**src/brf_pkg.sv**
```systemverilog
`default_nettype none
package brf_pkg;
   // ---------------------------------------------------------------
   // Storage sizes
   // ---------------------------------------------------------------
   localparam int BRF_GPR_PHYS = 30;
   localparam int BRF_SAVED_N = 5;
   localparam int BRF_REG_W = 32;

   // ---------------------------------------------------------------
   // Status word fields
   // ---------------------------------------------------------------
   localparam int BRF_FLAG_LSB = 28;
   localparam int BRF_IRQ_BLOCK_BIT = 7;
   localparam int BRF_FIQ_BLOCK_BIT = 6;
   localparam int BRF_STATE_BIT = 5;
   localparam logic [31:0] BRF_PSR_RESET = 32'h0000_00D3;
   localparam logic [31:0] BRF_RESET_VECTOR = 32'h0000_0000;
   localparam logic [31:0] BRF_STEP_WIDE = 32'h0000_0004;
   localparam logic [31:0] BRF_STEP_COMPACT = 32'h0000_0002;

   // ---------------------------------------------------------------
   // Mode encodings
   // ---------------------------------------------------------------
   localparam logic [4:0] BRF_MODE_USR = 5'h10;
   localparam logic [4:0] BRF_MODE_FIQ = 5'h11;
   localparam logic [4:0] BRF_MODE_IRQ = 5'h12;
   localparam logic [4:0] BRF_MODE_SVC = 5'h13;
   localparam logic [4:0] BRF_MODE_ABT = 5'h17;
   localparam logic [4:0] BRF_MODE_UND = 5'h1B;
   localparam logic [4:0] BRF_MODE_SYS = 5'h1F;

   // ---------------------------------------------------------------
   // Register banks
   // ---------------------------------------------------------------
   localparam logic [2:0] BRF_BANK_USR = 3'h0;
   localparam logic [2:0] BRF_BANK_FIQ = 3'h1;
   localparam logic [2:0] BRF_BANK_IRQ = 3'h2;
   localparam logic [2:0] BRF_BANK_SVC = 3'h3;
   localparam logic [2:0] BRF_BANK_ABT = 3'h4;
   localparam logic [2:0] BRF_BANK_UND = 3'h5;
   localparam logic [4:0] BRF_FIQ_BASE = 5'h07;
   localparam logic [4:0] BRF_PAIR_BASE = 5'h12;

   // ---------------------------------------------------------------
   // Carriers
   // ---------------------------------------------------------------
   typedef enum logic [1:0] {BRF_SIZE_BYTE, BRF_SIZE_HALF, BRF_SIZE_WORD} brf_size_t;

   typedef struct packed {
      logic take;
      logic [4:0] mode;
      logic [31:0] vector;
   } brf_exc_req_t;

   typedef struct packed {
      logic valid;
      brf_size_t size;
      logic [31:0] addr;
      logic [31:0] store_data;
   } brf_mem_req_t;

   typedef struct packed {
      logic [BRF_GPR_PHYS-1:0][31:0] gpr;
      logic [31:0] pc;
      logic [31:0] status;
      logic [BRF_SAVED_N-1:0][31:0] saved;
      logic [31:0] rd_a;
      logic [31:0] rd_b;
      logic access_fault;
      logic [31:0] mem_word_addr;
      logic [31:0] st_lanes;
      logic [3:0] st_ben;
      logic [31:0] ld_data;
      logic align_fault;
   } brf_state_t;
endpackage
`default_nettype wire

```
**src/brf_core_state.sv**
```systemverilog
// Behaviour
// - Fetch words wide, halfwords compact, pc bit1
// - State change keeps mode and registers
// - Branch-exchange operand bit0 selects state
// - Exception return restores compact state
// - Exception: wide state, save pc, vector
// - Big endian: byte 0 on 31..24
// - Little endian: byte 0 on 7..0
// - Bytes numbered upward, four per word
// - Byte/half/word accesses, aligned only
// - Seven operating modes
// - Mode changes by software or exceptions
// - 37 registers: 31 general, six status
// - Wide state: sixteen registers plus status words
// - Branch-with-link copies pc into link
// - Program counter low bits read zero
// - Fast interrupt banks registers 8 to 14
// - Other exception modes bank 13 and 14
// - Compact registers share wide physical registers
// - Compact high registers need special variants, except 13 and 14
// - Status word holds flags and mode
// - Five-bit mode field encodings
// - Two bits block normal and fast interrupts
// - State bit drives external indicator
`timescale 1ns/100ps
`default_nettype none
module brf_core_state
   import brf_pkg::*;
(
   input wire logic clock_i, // Core clock, 40 MHz
   input wire logic rstn_i, // Synchronous reset, active low
   input wire logic big_endian_i, // Byte lane order select
   input wire logic [3:0] rd_a_idx_i, // Read port A register number
   input wire logic [3:0] rd_b_idx_i, // Read port B register number
   input wire logic wr_en_i, // Register write strobe
   input wire logic [3:0] wr_idx_i, // Register write number
   input wire logic [31:0] wr_data_i, // Register write data
   input wire logic hi_access_i, // Special move/compare/add variant
   input wire logic flags_wr_i, // Condition flag update strobe
   input wire logic [3:0] flags_i, // New condition flags
   input wire logic psr_wr_i, // Software status word write
   input wire logic psr_wr_saved_i, // Write targets saved status word
   input wire logic [31:0] psr_wr_data_i, // Status word write data
   input wire logic fetch_next_i, // Step program counter
   input wire logic branch_exchange_op_i, // Branch with state exchange
   input wire logic [31:0] exchange_target_i, // Exchange operand register
   input wire logic branch_with_link_op_i, // Branch saving return address
   input wire logic [31:0] link_target_i, // Branch-with-link target
   input wire brf_exc_req_t exc_req_i, // Exception entry request
   input wire logic exc_return_i, // Exception return strobe
   input wire logic [31:0] ret_addr_i, // Exception return address
   input wire brf_mem_req_t mem_req_i, // Data access request
   input wire logic [31:0] load_lanes_i, // Data lines from memory
   output logic [31:0] rd_a_data_o, // Read port A data
   output logic [31:0] rd_b_data_o, // Read port B data
   output logic access_fault_o, // Last access refused in compact state
   output logic [31:0] pc_o, // Program counter
   output logic [31:0] fetch_addr_o, // Fetch address, aligned
   output logic fetch_half_sel_o, // Upper halfword in compact state
   output logic fetch_wide_o, // Fetch is a full word
   output logic [31:0] current_status_word_o, // Current status word
   output logic [31:0] saved_status_word_o, // Saved status word of mode
   output logic state_indicator_pin_o, // High in compact state
   output logic privileged_o, // Mode is not user
   output logic mode_valid_o, // Mode field holds a defined mode
   output logic irq_block_o, // Normal interrupts blocked
   output logic fiq_block_o, // Fast interrupts blocked
   output logic [31:0] mem_word_addr_o, // Word address of access
   output logic [31:0] store_lanes_o, // Data lines to memory
   output logic [3:0] byte_en_o, // Active byte lanes
   output logic [31:0] load_data_o, // Loaded value, zero-extended
   output logic align_fault_o // Misaligned access refused
);

   // ---------------------------------------------------------------
   // Mode decode helpers
   // ---------------------------------------------------------------
   function automatic logic valid_mode(input logic [4:0] m);
      valid_mode = (m == BRF_MODE_USR) || (m == BRF_MODE_FIQ) || (m == BRF_MODE_IRQ) ||
                   (m == BRF_MODE_SVC) || (m == BRF_MODE_ABT) || (m == BRF_MODE_UND) ||
                   (m == BRF_MODE_SYS);
   endfunction

   function automatic logic [2:0] bank_of(input logic [4:0] m);
      case (m)
         BRF_MODE_FIQ: bank_of = BRF_BANK_FIQ;
         BRF_MODE_IRQ: bank_of = BRF_BANK_IRQ;
         BRF_MODE_SVC: bank_of = BRF_BANK_SVC;
         BRF_MODE_ABT: bank_of = BRF_BANK_ABT;
         BRF_MODE_UND: bank_of = BRF_BANK_UND;
         default: bank_of = BRF_BANK_USR;
      endcase
   endfunction

   // Physical slot of a visible register in a bank
   function automatic logic [4:0] phys_of(input logic [2:0] bank, input logic [3:0] idx);
      logic [4:0] p;
      p = {1'b0, idx};
      if (bank == BRF_BANK_FIQ && idx >= 4'h8 && idx <= 4'hE) begin
         p = BRF_FIQ_BASE + {1'b0, idx};
      end else if (bank >= BRF_BANK_IRQ && (idx == 4'hD || idx == 4'hE)) begin
         p = BRF_PAIR_BASE + {1'b0, bank, 1'b0} + {4'h0, ~idx[0]};
      end
      phys_of = p;
   endfunction

   function automatic logic [31:0] align_pc(input logic [31:0] a, input logic compact);
      align_pc = compact ? {a[31:1], 1'b0} : {a[31:2], 2'b00};
   endfunction

   // ---------------------------------------------------------------
   // State
   // ---------------------------------------------------------------
   brf_state_t state_reg;
   brf_state_t state_next;
   logic [2:0] cur_bank;
   logic [2:0] exc_bank;
   logic [4:0] exc_mode;
   logic compact;
   logic priv;
   logic [1:0] lane;
   logic [31:0] ld_shift;

   // Compact state reaches high registers other than 13 and 14 only through special variants
   function automatic logic reachable(input logic c, input logic [3:0] idx, input logic hi);
      reachable = !c || !idx[3] || idx == 4'hD || idx == 4'hE || hi;
   endfunction

   function automatic logic [31:0] read_reg(input brf_state_t s, input logic [2:0] bank,
                                            input logic [3:0] idx);
      if (idx == 4'hF) begin
         read_reg = s.pc;
      end else begin
         read_reg = s.gpr[phys_of(bank, idx)];
      end
   endfunction

   // ---------------------------------------------------------------
   // Next-state logic
   // ---------------------------------------------------------------
   always_comb begin
      state_next = state_reg;
      cur_bank = bank_of(state_reg.status[4:0]);
      compact = state_reg.status[BRF_STATE_BIT];
      priv = state_reg.status[4:0] != BRF_MODE_USR;
      lane = 2'b00;
      ld_shift = 32'h0000_0000;
      exc_mode = BRF_MODE_SVC;
      exc_bank = BRF_BANK_SVC;

      // Register reads for the current bank
      state_next.access_fault = 1'b0;
      state_next.rd_a = 32'h0000_0000;
      state_next.rd_b = 32'h0000_0000;
      if (reachable(compact, rd_a_idx_i, hi_access_i)) begin
         state_next.rd_a = read_reg(state_reg, cur_bank, rd_a_idx_i);
      end else begin
         state_next.access_fault = 1'b1;
      end
      if (reachable(compact, rd_b_idx_i, hi_access_i)) begin
         state_next.rd_b = read_reg(state_reg, cur_bank, rd_b_idx_i);
      end else begin
         state_next.access_fault = 1'b1;
      end

      // Flags and software status writes; current-word writes leave the state bit, saved-word writes take it whole
      if (flags_wr_i) begin
         state_next.status[31:BRF_FLAG_LSB] = flags_i;
      end
      if (psr_wr_i && !psr_wr_saved_i) begin
         state_next.status[31:BRF_FLAG_LSB] = psr_wr_data_i[31:BRF_FLAG_LSB];
         if (priv) begin
            state_next.status[BRF_IRQ_BLOCK_BIT] = psr_wr_data_i[BRF_IRQ_BLOCK_BIT];
            state_next.status[BRF_FIQ_BLOCK_BIT] = psr_wr_data_i[BRF_FIQ_BLOCK_BIT];
            state_next.status[4:0] = psr_wr_data_i[4:0];
         end
      end else if (psr_wr_i && priv && cur_bank != BRF_BANK_USR) begin
         state_next.saved[cur_bank - 3'h1] = psr_wr_data_i;
      end

      // General register write
      if (wr_en_i && reachable(compact, wr_idx_i, hi_access_i)) begin
         if (wr_idx_i == 4'hF) begin
            state_next.pc = align_pc(wr_data_i, compact);
         end else begin
            state_next.gpr[phys_of(cur_bank, wr_idx_i)] = wr_data_i;
         end
      end else if (wr_en_i) begin
         state_next.access_fault = 1'b1;
      end

      // Program counter flow, lowest priority first
      if (fetch_next_i) begin
         state_next.pc = state_reg.pc + (compact ? BRF_STEP_COMPACT : BRF_STEP_WIDE);
      end
      if (branch_with_link_op_i) begin
         state_next.gpr[phys_of(cur_bank, 4'hE)] = state_reg.pc;
         state_next.pc = align_pc(link_target_i, compact);
      end
      if (branch_exchange_op_i) begin
         state_next.status[BRF_STATE_BIT] = exchange_target_i[0];
         state_next.pc = align_pc(exchange_target_i, exchange_target_i[0]);
      end
      if (exc_return_i) begin
         if (cur_bank != BRF_BANK_USR) begin
            state_next.status = state_reg.saved[cur_bank - 3'h1];
         end
         state_next.pc = align_pc(ret_addr_i, state_next.status[BRF_STATE_BIT]);
      end
      if (exc_req_i.take) begin
         if (valid_mode(exc_req_i.mode) && exc_req_i.mode != BRF_MODE_USR &&
             exc_req_i.mode != BRF_MODE_SYS) begin
            exc_mode = exc_req_i.mode;
         end
         exc_bank = bank_of(exc_mode);
         state_next.saved[exc_bank - 3'h1] = state_reg.status;
         state_next.gpr[phys_of(exc_bank, 4'hE)] = state_reg.pc;
         state_next.status[4:0] = exc_mode;
         state_next.status[BRF_STATE_BIT] = 1'b0;
         state_next.status[BRF_IRQ_BLOCK_BIT] = 1'b1;
         if (exc_mode == BRF_MODE_FIQ) begin
            state_next.status[BRF_FIQ_BLOCK_BIT] = 1'b1;
         end
         state_next.pc = align_pc(exc_req_i.vector, 1'b0);
      end

      // Data access byte lanes
      state_next.align_fault = 1'b0;
      state_next.st_ben = 4'h0;
      state_next.st_lanes = 32'h0000_0000;
      state_next.ld_data = 32'h0000_0000;
      state_next.mem_word_addr = {mem_req_i.addr[31:2], 2'b00};
      if (mem_req_i.valid) begin
         case (mem_req_i.size)
            BRF_SIZE_BYTE: begin
               lane = big_endian_i ? ~mem_req_i.addr[1:0] : mem_req_i.addr[1:0];
               state_next.st_ben = 4'h1 << lane;
               state_next.st_lanes = {4{mem_req_i.store_data[7:0]}};
               ld_shift = load_lanes_i >> {lane, 3'b000};
               state_next.ld_data = {24'h00_0000, ld_shift[7:0]};
            end
            BRF_SIZE_HALF: begin
               if (mem_req_i.addr[0]) begin
                  state_next.align_fault = 1'b1;
               end else if (big_endian_i ^ mem_req_i.addr[1]) begin
                  state_next.st_ben = 4'hC;
                  state_next.st_lanes = {2{mem_req_i.store_data[15:0]}};
                  state_next.ld_data = {16'h0000, load_lanes_i[31:16]};
               end else begin
                  state_next.st_ben = 4'h3;
                  state_next.st_lanes = {2{mem_req_i.store_data[15:0]}};
                  state_next.ld_data = {16'h0000, load_lanes_i[15:0]};
               end
            end
            BRF_SIZE_WORD: begin
               if (mem_req_i.addr[1:0] != 2'b00) begin
                  state_next.align_fault = 1'b1;
               end else begin
                  state_next.st_ben = 4'hF;
                  state_next.st_lanes = mem_req_i.store_data;
                  state_next.ld_data = load_lanes_i;
               end
            end
            default: begin
               state_next.align_fault = 1'b1;
            end
         endcase
      end
   end

   // ---------------------------------------------------------------
   // State register
   // ---------------------------------------------------------------
   always_ff @(posedge clock_i) begin
      if (!rstn_i) begin
         state_reg <= '0;
         state_reg.status <= BRF_PSR_RESET;
         state_reg.pc <= BRF_RESET_VECTOR;
      end else begin
         state_reg <= state_next;
      end
   end

   // ---------------------------------------------------------------
   // Outputs
   // ---------------------------------------------------------------
   assign rd_a_data_o = state_reg.rd_a;
   assign rd_b_data_o = state_reg.rd_b;
   assign access_fault_o = state_reg.access_fault;
   assign pc_o = state_reg.pc;
   assign fetch_wide_o = !state_reg.status[BRF_STATE_BIT];
   assign fetch_addr_o = {state_reg.pc[31:2], 2'b00};
   assign fetch_half_sel_o = state_reg.status[BRF_STATE_BIT] & state_reg.pc[1];
   assign current_status_word_o = state_reg.status;
   assign saved_status_word_o = (cur_bank == BRF_BANK_USR) ? 32'h0000_0000 :
                                state_reg.saved[cur_bank - 3'h1];
   assign state_indicator_pin_o = state_reg.status[BRF_STATE_BIT];
   assign privileged_o = state_reg.status[4:0] != BRF_MODE_USR;
   assign mode_valid_o = valid_mode(state_reg.status[4:0]);
   assign irq_block_o = state_reg.status[BRF_IRQ_BLOCK_BIT];
   assign fiq_block_o = state_reg.status[BRF_FIQ_BLOCK_BIT];
   assign mem_word_addr_o = state_reg.mem_word_addr;
   assign store_lanes_o = state_reg.st_lanes;
   assign byte_en_o = state_reg.st_ben;
   assign load_data_o = state_reg.ld_data;
   assign align_fault_o = state_reg.align_fault;

   // ---------------------------------------------------------------
   // Checks
   // ---------------------------------------------------------------
   AST_BX_STATE: assert property (@(posedge clock_i) disable iff (!rstn_i)
      (branch_exchange_op_i && !exc_req_i.take && !exc_return_i) |=>
      (state_indicator_pin_o == $past(exchange_target_i[0])))
      else $error("exchange did not follow operand bit 0");
   AST_BX_MODE: assert property (@(posedge clock_i) disable iff (!rstn_i)
      (branch_exchange_op_i && !exc_req_i.take && !exc_return_i && !psr_wr_i) |=>
      (current_status_word_o[4:0] == $past(current_status_word_o[4:0])))
      else $error("state change altered the mode");
   AST_EXC_ENTRY: assert property (@(posedge clock_i) disable iff (!rstn_i)
      exc_req_i.take |=> (!state_indicator_pin_o && irq_block_o &&
      pc_o == {$past(exc_req_i.vector[31:2]), 2'b00}))
      else $error("exception entry did not force wide state and vector");
   AST_EXC_LINK: assert property (@(posedge clock_i) disable iff (!rstn_i)
      exc_req_i.take |=>
      (state_reg.gpr[phys_of(bank_of(current_status_word_o[4:0]), 4'hE)] == $past(pc_o)))
      else $error("exception link register not loaded");
   AST_EXC_VALID: assert property (@(posedge clock_i) disable iff (!rstn_i)
      exc_req_i.take |=> (mode_valid_o && privileged_o))
      else $error("exception produced an undefined mode");
   AST_RET_STATE: assert property (@(posedge clock_i) disable iff (!rstn_i)
      (exc_return_i && !exc_req_i.take && privileged_o && saved_status_word_o[5] &&
      $past(exc_req_i.take)) |=> state_indicator_pin_o)
      else $error("return did not resume compact state");
   AST_PC_ALIGN: assert property (@(posedge clock_i) disable iff (!rstn_i)
      state_indicator_pin_o ? (pc_o[0] == 1'b0) : (pc_o[1:0] == 2'b00))
      else $error("program counter low bits not zero");
   AST_BL_LINK: assert property (@(posedge clock_i) disable iff (!rstn_i)
      (branch_with_link_op_i && !branch_exchange_op_i && !exc_req_i.take && !exc_return_i &&
      !psr_wr_i) ##1 (rd_a_idx_i == 4'hE && !exc_req_i.take) |=> (rd_a_data_o == $past(pc_o, 2)))
      else $error("link register did not receive program counter");
   AST_BE_LANE: assert property (@(posedge clock_i) disable iff (!rstn_i)
      (mem_req_i.valid && mem_req_i.size == BRF_SIZE_BYTE && big_endian_i &&
      mem_req_i.addr[1:0] == 2'b00) |=> (byte_en_o == 4'h8))
      else $error("big endian byte 0 not on top lane");
   AST_LE_LANE: assert property (@(posedge clock_i) disable iff (!rstn_i)
      (mem_req_i.valid && mem_req_i.size == BRF_SIZE_BYTE && !big_endian_i &&
      mem_req_i.addr[1:0] == 2'b00) |=> (byte_en_o == 4'h1))
      else $error("little endian byte 0 not on bottom lane");
   AST_ALIGN: assert property (@(posedge clock_i) disable iff (!rstn_i)
      (mem_req_i.valid && mem_req_i.size == BRF_SIZE_WORD && mem_req_i.addr[1:0] != 2'b00)
      |=> (align_fault_o && byte_en_o == 4'h0))
      else $error("misaligned word not refused");
endmodule // brf_core_state
`default_nettype wire

```
**config.mk**
```make
export PLATFORM = sky130hd
export DESIGN_NAME = brf_core_state
export DESIGN_NICKNAME = d
export VERILOG_FILES = /design/src/brf_pkg.sv /design/src/brf_core_state.sv
export SDC_FILE = /design/constraint.sdc
export NUM_CORES = 2
export LEC_CHECK = 0
export BUFFER_PORTS_ARGS = -buffer_cell sky130_fd_sc_hd__buf_2
export CAP_MARGIN = 30
export CORE_UTILIZATION = 30
export DETAILED_ROUTE_END_ITERATION = 12
export PLACE_DENSITY = 0.57
export SETUP_SLACK_MARGIN = 0.4
export SLEW_MARGIN = 20
export SYNTH_ARGS = -nofsm -noshare
export SYNTH_HDL_FRONTEND = slang
export SYNTH_SLANG_ARGS = --single-unit
export TNS_END_PERCENT = 1
```
**constraint.sdc**
```tcl
create_clock -name clock_i -period 5.3 [get_ports clock_i]
set_input_delay 0 -clock clock_i [delete_from_list [all_inputs] [get_ports clock_i]]
set_output_delay 0 -clock clock_i [all_outputs]
set_load 0.005 [all_outputs]
```
==> results.json <==
{
  "syn_area_sq_um": 75220,
  "p_leak_uw": 0.03549,
  "yosysMostFrequentCell": "nand2_1",
  "power_density_nw_per_um2": 352.2,
  "end_kind": "register",
  "async_flop_share_pct": 0,
  "antenna_found_initial": 45,
  "cts_sinks": 1348,
  "fin_cells": 12800,
  "finalSetupTns_ns": 0,
  "p_comb_share_pct": 28.4,
  "synth_edf_count": 0,
  "worstMarginPinSlew_ns": 1.074,
  "wl_met1_um": 138500,
  "synth-seq-cells": 1348,
  "ys.flop_type": "dfxtp_1",
  "clk_pin_slew_ns": 0.06,
  "avgViaCountPerCell": 5.851,
  "root_buffer": "clkbuf_16",
  "fin_area_sq_um": 90240,
  "status": "finished clean",
  "cts_tree": "yes",
  "max-vdd-ir-drop_v": 0.0002984,
  "critPathKind": "register to register",
  "drv_slew": 0,
  "area_delta_synth_final_pct": 19.96,
  "synth_top_area_cell": "dfxtp_1",
  "p_seq_share_pct": 36.5,
  "dr_wl_met2_um": 147700,
  "hold_violations": 0,
  "cp_max_fo": 17,
  "wl_per_cell_um": 26.90,
  "clk-insertion-delay-late_ns": 0.84,
  "setup_viol_count_final": 0,
  "p_sw_share_pct": 35.40,
  "min_period_ns": 4.932,
  "worst_ep_arrival_time_ns": 5.69,
  "grt_pass1_wl_um": 492700,
  "grt_use_total_pct": 26.12,
  "clock_skew_ns": 0.04300,
  "die_area_sq_um": 252700,
  "layout-drive-gt1-share_pct": 16.64,
  "yosys_warnings": 0,
  "nNetsFinal": 9663,
  "synthTopCellsByArea": "dfxtp_1, mux2i_1, nand2_1",
  "core_sq_um": 248900,
  "ant_nets": 0,
  "vias": 74890,
  "maxUsedRoutingLayer": "met5",
  "power_uw": 31780,
  "drt_pass1_iterations": 9,
  "synthDistinctLibCells": 92,
  "ios": 626,
  "hold_class": "input port to register",
  "postSynthAreaPerCell_sq_um": 8.425,
  "dp_slack_ns": 0.4429,
  "routed-wl-met3_um": 36780,
  "p_sw_uw": 11250,
  "place_area_sq_um": 80150,
  "numCtsBuffers": 156,
  "grt_max_degree": 193,
  "first_global_vias": 71140,
  "clock.fmax_ghz": 0.2028,
  "finalWorstSetupSlack_ns": 0.3682,
  "ys_seq_area_share_pct": 35.88,
  "wirelength_um": 344200,
  "numPortBuffers": 617,
  "fp.dieW_um": 502.7,
  "drcViolationCount": 0,
  "rsz0062_at_grt": "true",
  "clockBufferDepth": 3,
  "die_h_um": 502.7,
  "dr.first_iter.drc_count": 9817,
  "initial_utilization_pct": 30.22,
  "slew_headroom_pct": 28.26,
  "worstPathRequired_ns": 6.06,
  "num_rows": 183,
  "place_congestion": 0.9438,
  "max-cap-violations": 0,
  "power_frac_clock_pct": 35.2,
  "htree_levels": 4,
  "synth_common_cells": "nand2_1, dfxtp_1, nor2_1, mux2i_1, clkbuf_1",
  "period_share_pct": 93.05,
  "hpwl_um": 216500,
  "synth_top_cell_area_share_pct": 35.88,
  "grt_overflow": 0,
  "p_int_uw": 20530,
  "postSynthCellCount": 8928,
  "cp-start-kind": "register",
  "dp.cells": 12010,
  "largest_register_ffs": 1120
}
## path summary, 6_finish.rpt
check,to,startpoint,depth (start not counted),slack (ns)
max,rd_b_data_o[6]$_SDFF_PN0_,current_status_word_o[3]$_SDFF_PN0_,15,0.37
min reg2reg,state_reg[1049]$_SDFF_PN0_,state_reg[1049]$_SDFF_PN0_,2,0.46
min,mem_word_addr_o[30]$_SDFF_PN0_,mem_req_i[62],3,0.07
max reg2reg,rd_b_data_o[6]$_SDFF_PN0_,current_status_word_o[3]$_SDFF_PN0_,15,0.37
## timing repair
| action | in CTS | in global routing |
|---|---|---|
| endpoints found under the setup margin | 0 | 55 |
| endpoints found under the hold margin | 1282 | 0 |
| hold buffers | 468 | 0 |
| resized for setup | 0 | 6 |
| setup buffers | 0 | 1 |
## kinds of logic after synthesis
group	after synthesis	share of synthesized area (%)
compound gates	2177	19.50
xor+xnor	37	0.4508
fa+ha+maj	21	0.3593
buf+inv	1221	7.884
flops	1348	35.88
mux	1203	19.92
other cells	1	0.004985
simple gates	2920	16.00
## critical path, cell delays in order, from the launching register on
cell       delay (ns)
dfxtp_1          0.49
nor2b_1          0.23
or3_4            0.20
inv_2            0.06
ha_1             0.25
o21ai_2          0.31
nor2_2           0.07
buf_4            0.22
o211ai_1         0.54
buf_4            0.36
nand3_1          0.52
buf_4            0.45
a21oi_1          0.15
a2111oi_0        0.07
nor3_1           0.61
o221a_1          0.30
## cells in the final DEF (no fill, tap or decap), drive strengths merged, types with 80 or more instances in the layout
cell / n
nand3: 80
o21ai: 329
dlygate4sd3: 468
clkbuf: 230
mux4: 234
a311oi: 86
a211oi: 453
a21oi: 555
a31oi: 126
nand2: 1466
a22oi: 123
nor2: 988
mux2i: 957
dfxtp: 1348
nor3: 103
buf: 950
## area by class of cell
type                       count  area (sq um)
antenna                       31         77.57
clock buffer                 229          4553
clock inverter                49         609.3
fill                       25100        158700
inverter                      30         123.9
multi-input combinational   6362         42830
sequential                  1348         26990
tap                         3330          4167
timing repair buffer        1419         10890
## layer usage
metal	up-vias	global-route usage, %
li1	32630	-
met3	985	6.443
met1	36570	33.89
met5	-	0
met4	26	15.01
met2	4675	39.21
## per-stage QoR
step	hold slack [ns]	utilization, %
detailed placement	0.2081	32.20
CTS	0.01504	36.16
floorplan	0.1067	-
global route	0.06395	36.24
finish	0.06614	36.26
global placement	0.2057	32.17
## power by group through the flow
stage	Combinational, uW	Sequential [uW]	Clock (uW)
after global placement	8340	11800	0
after floorplan	5380	11500	0
after global routing	9410	11700	11700
after CTS	8760	11600	11300
final	9010	11600	11200
after detailed placement	8440	11800	0
(Power assumes the default switching activity.)
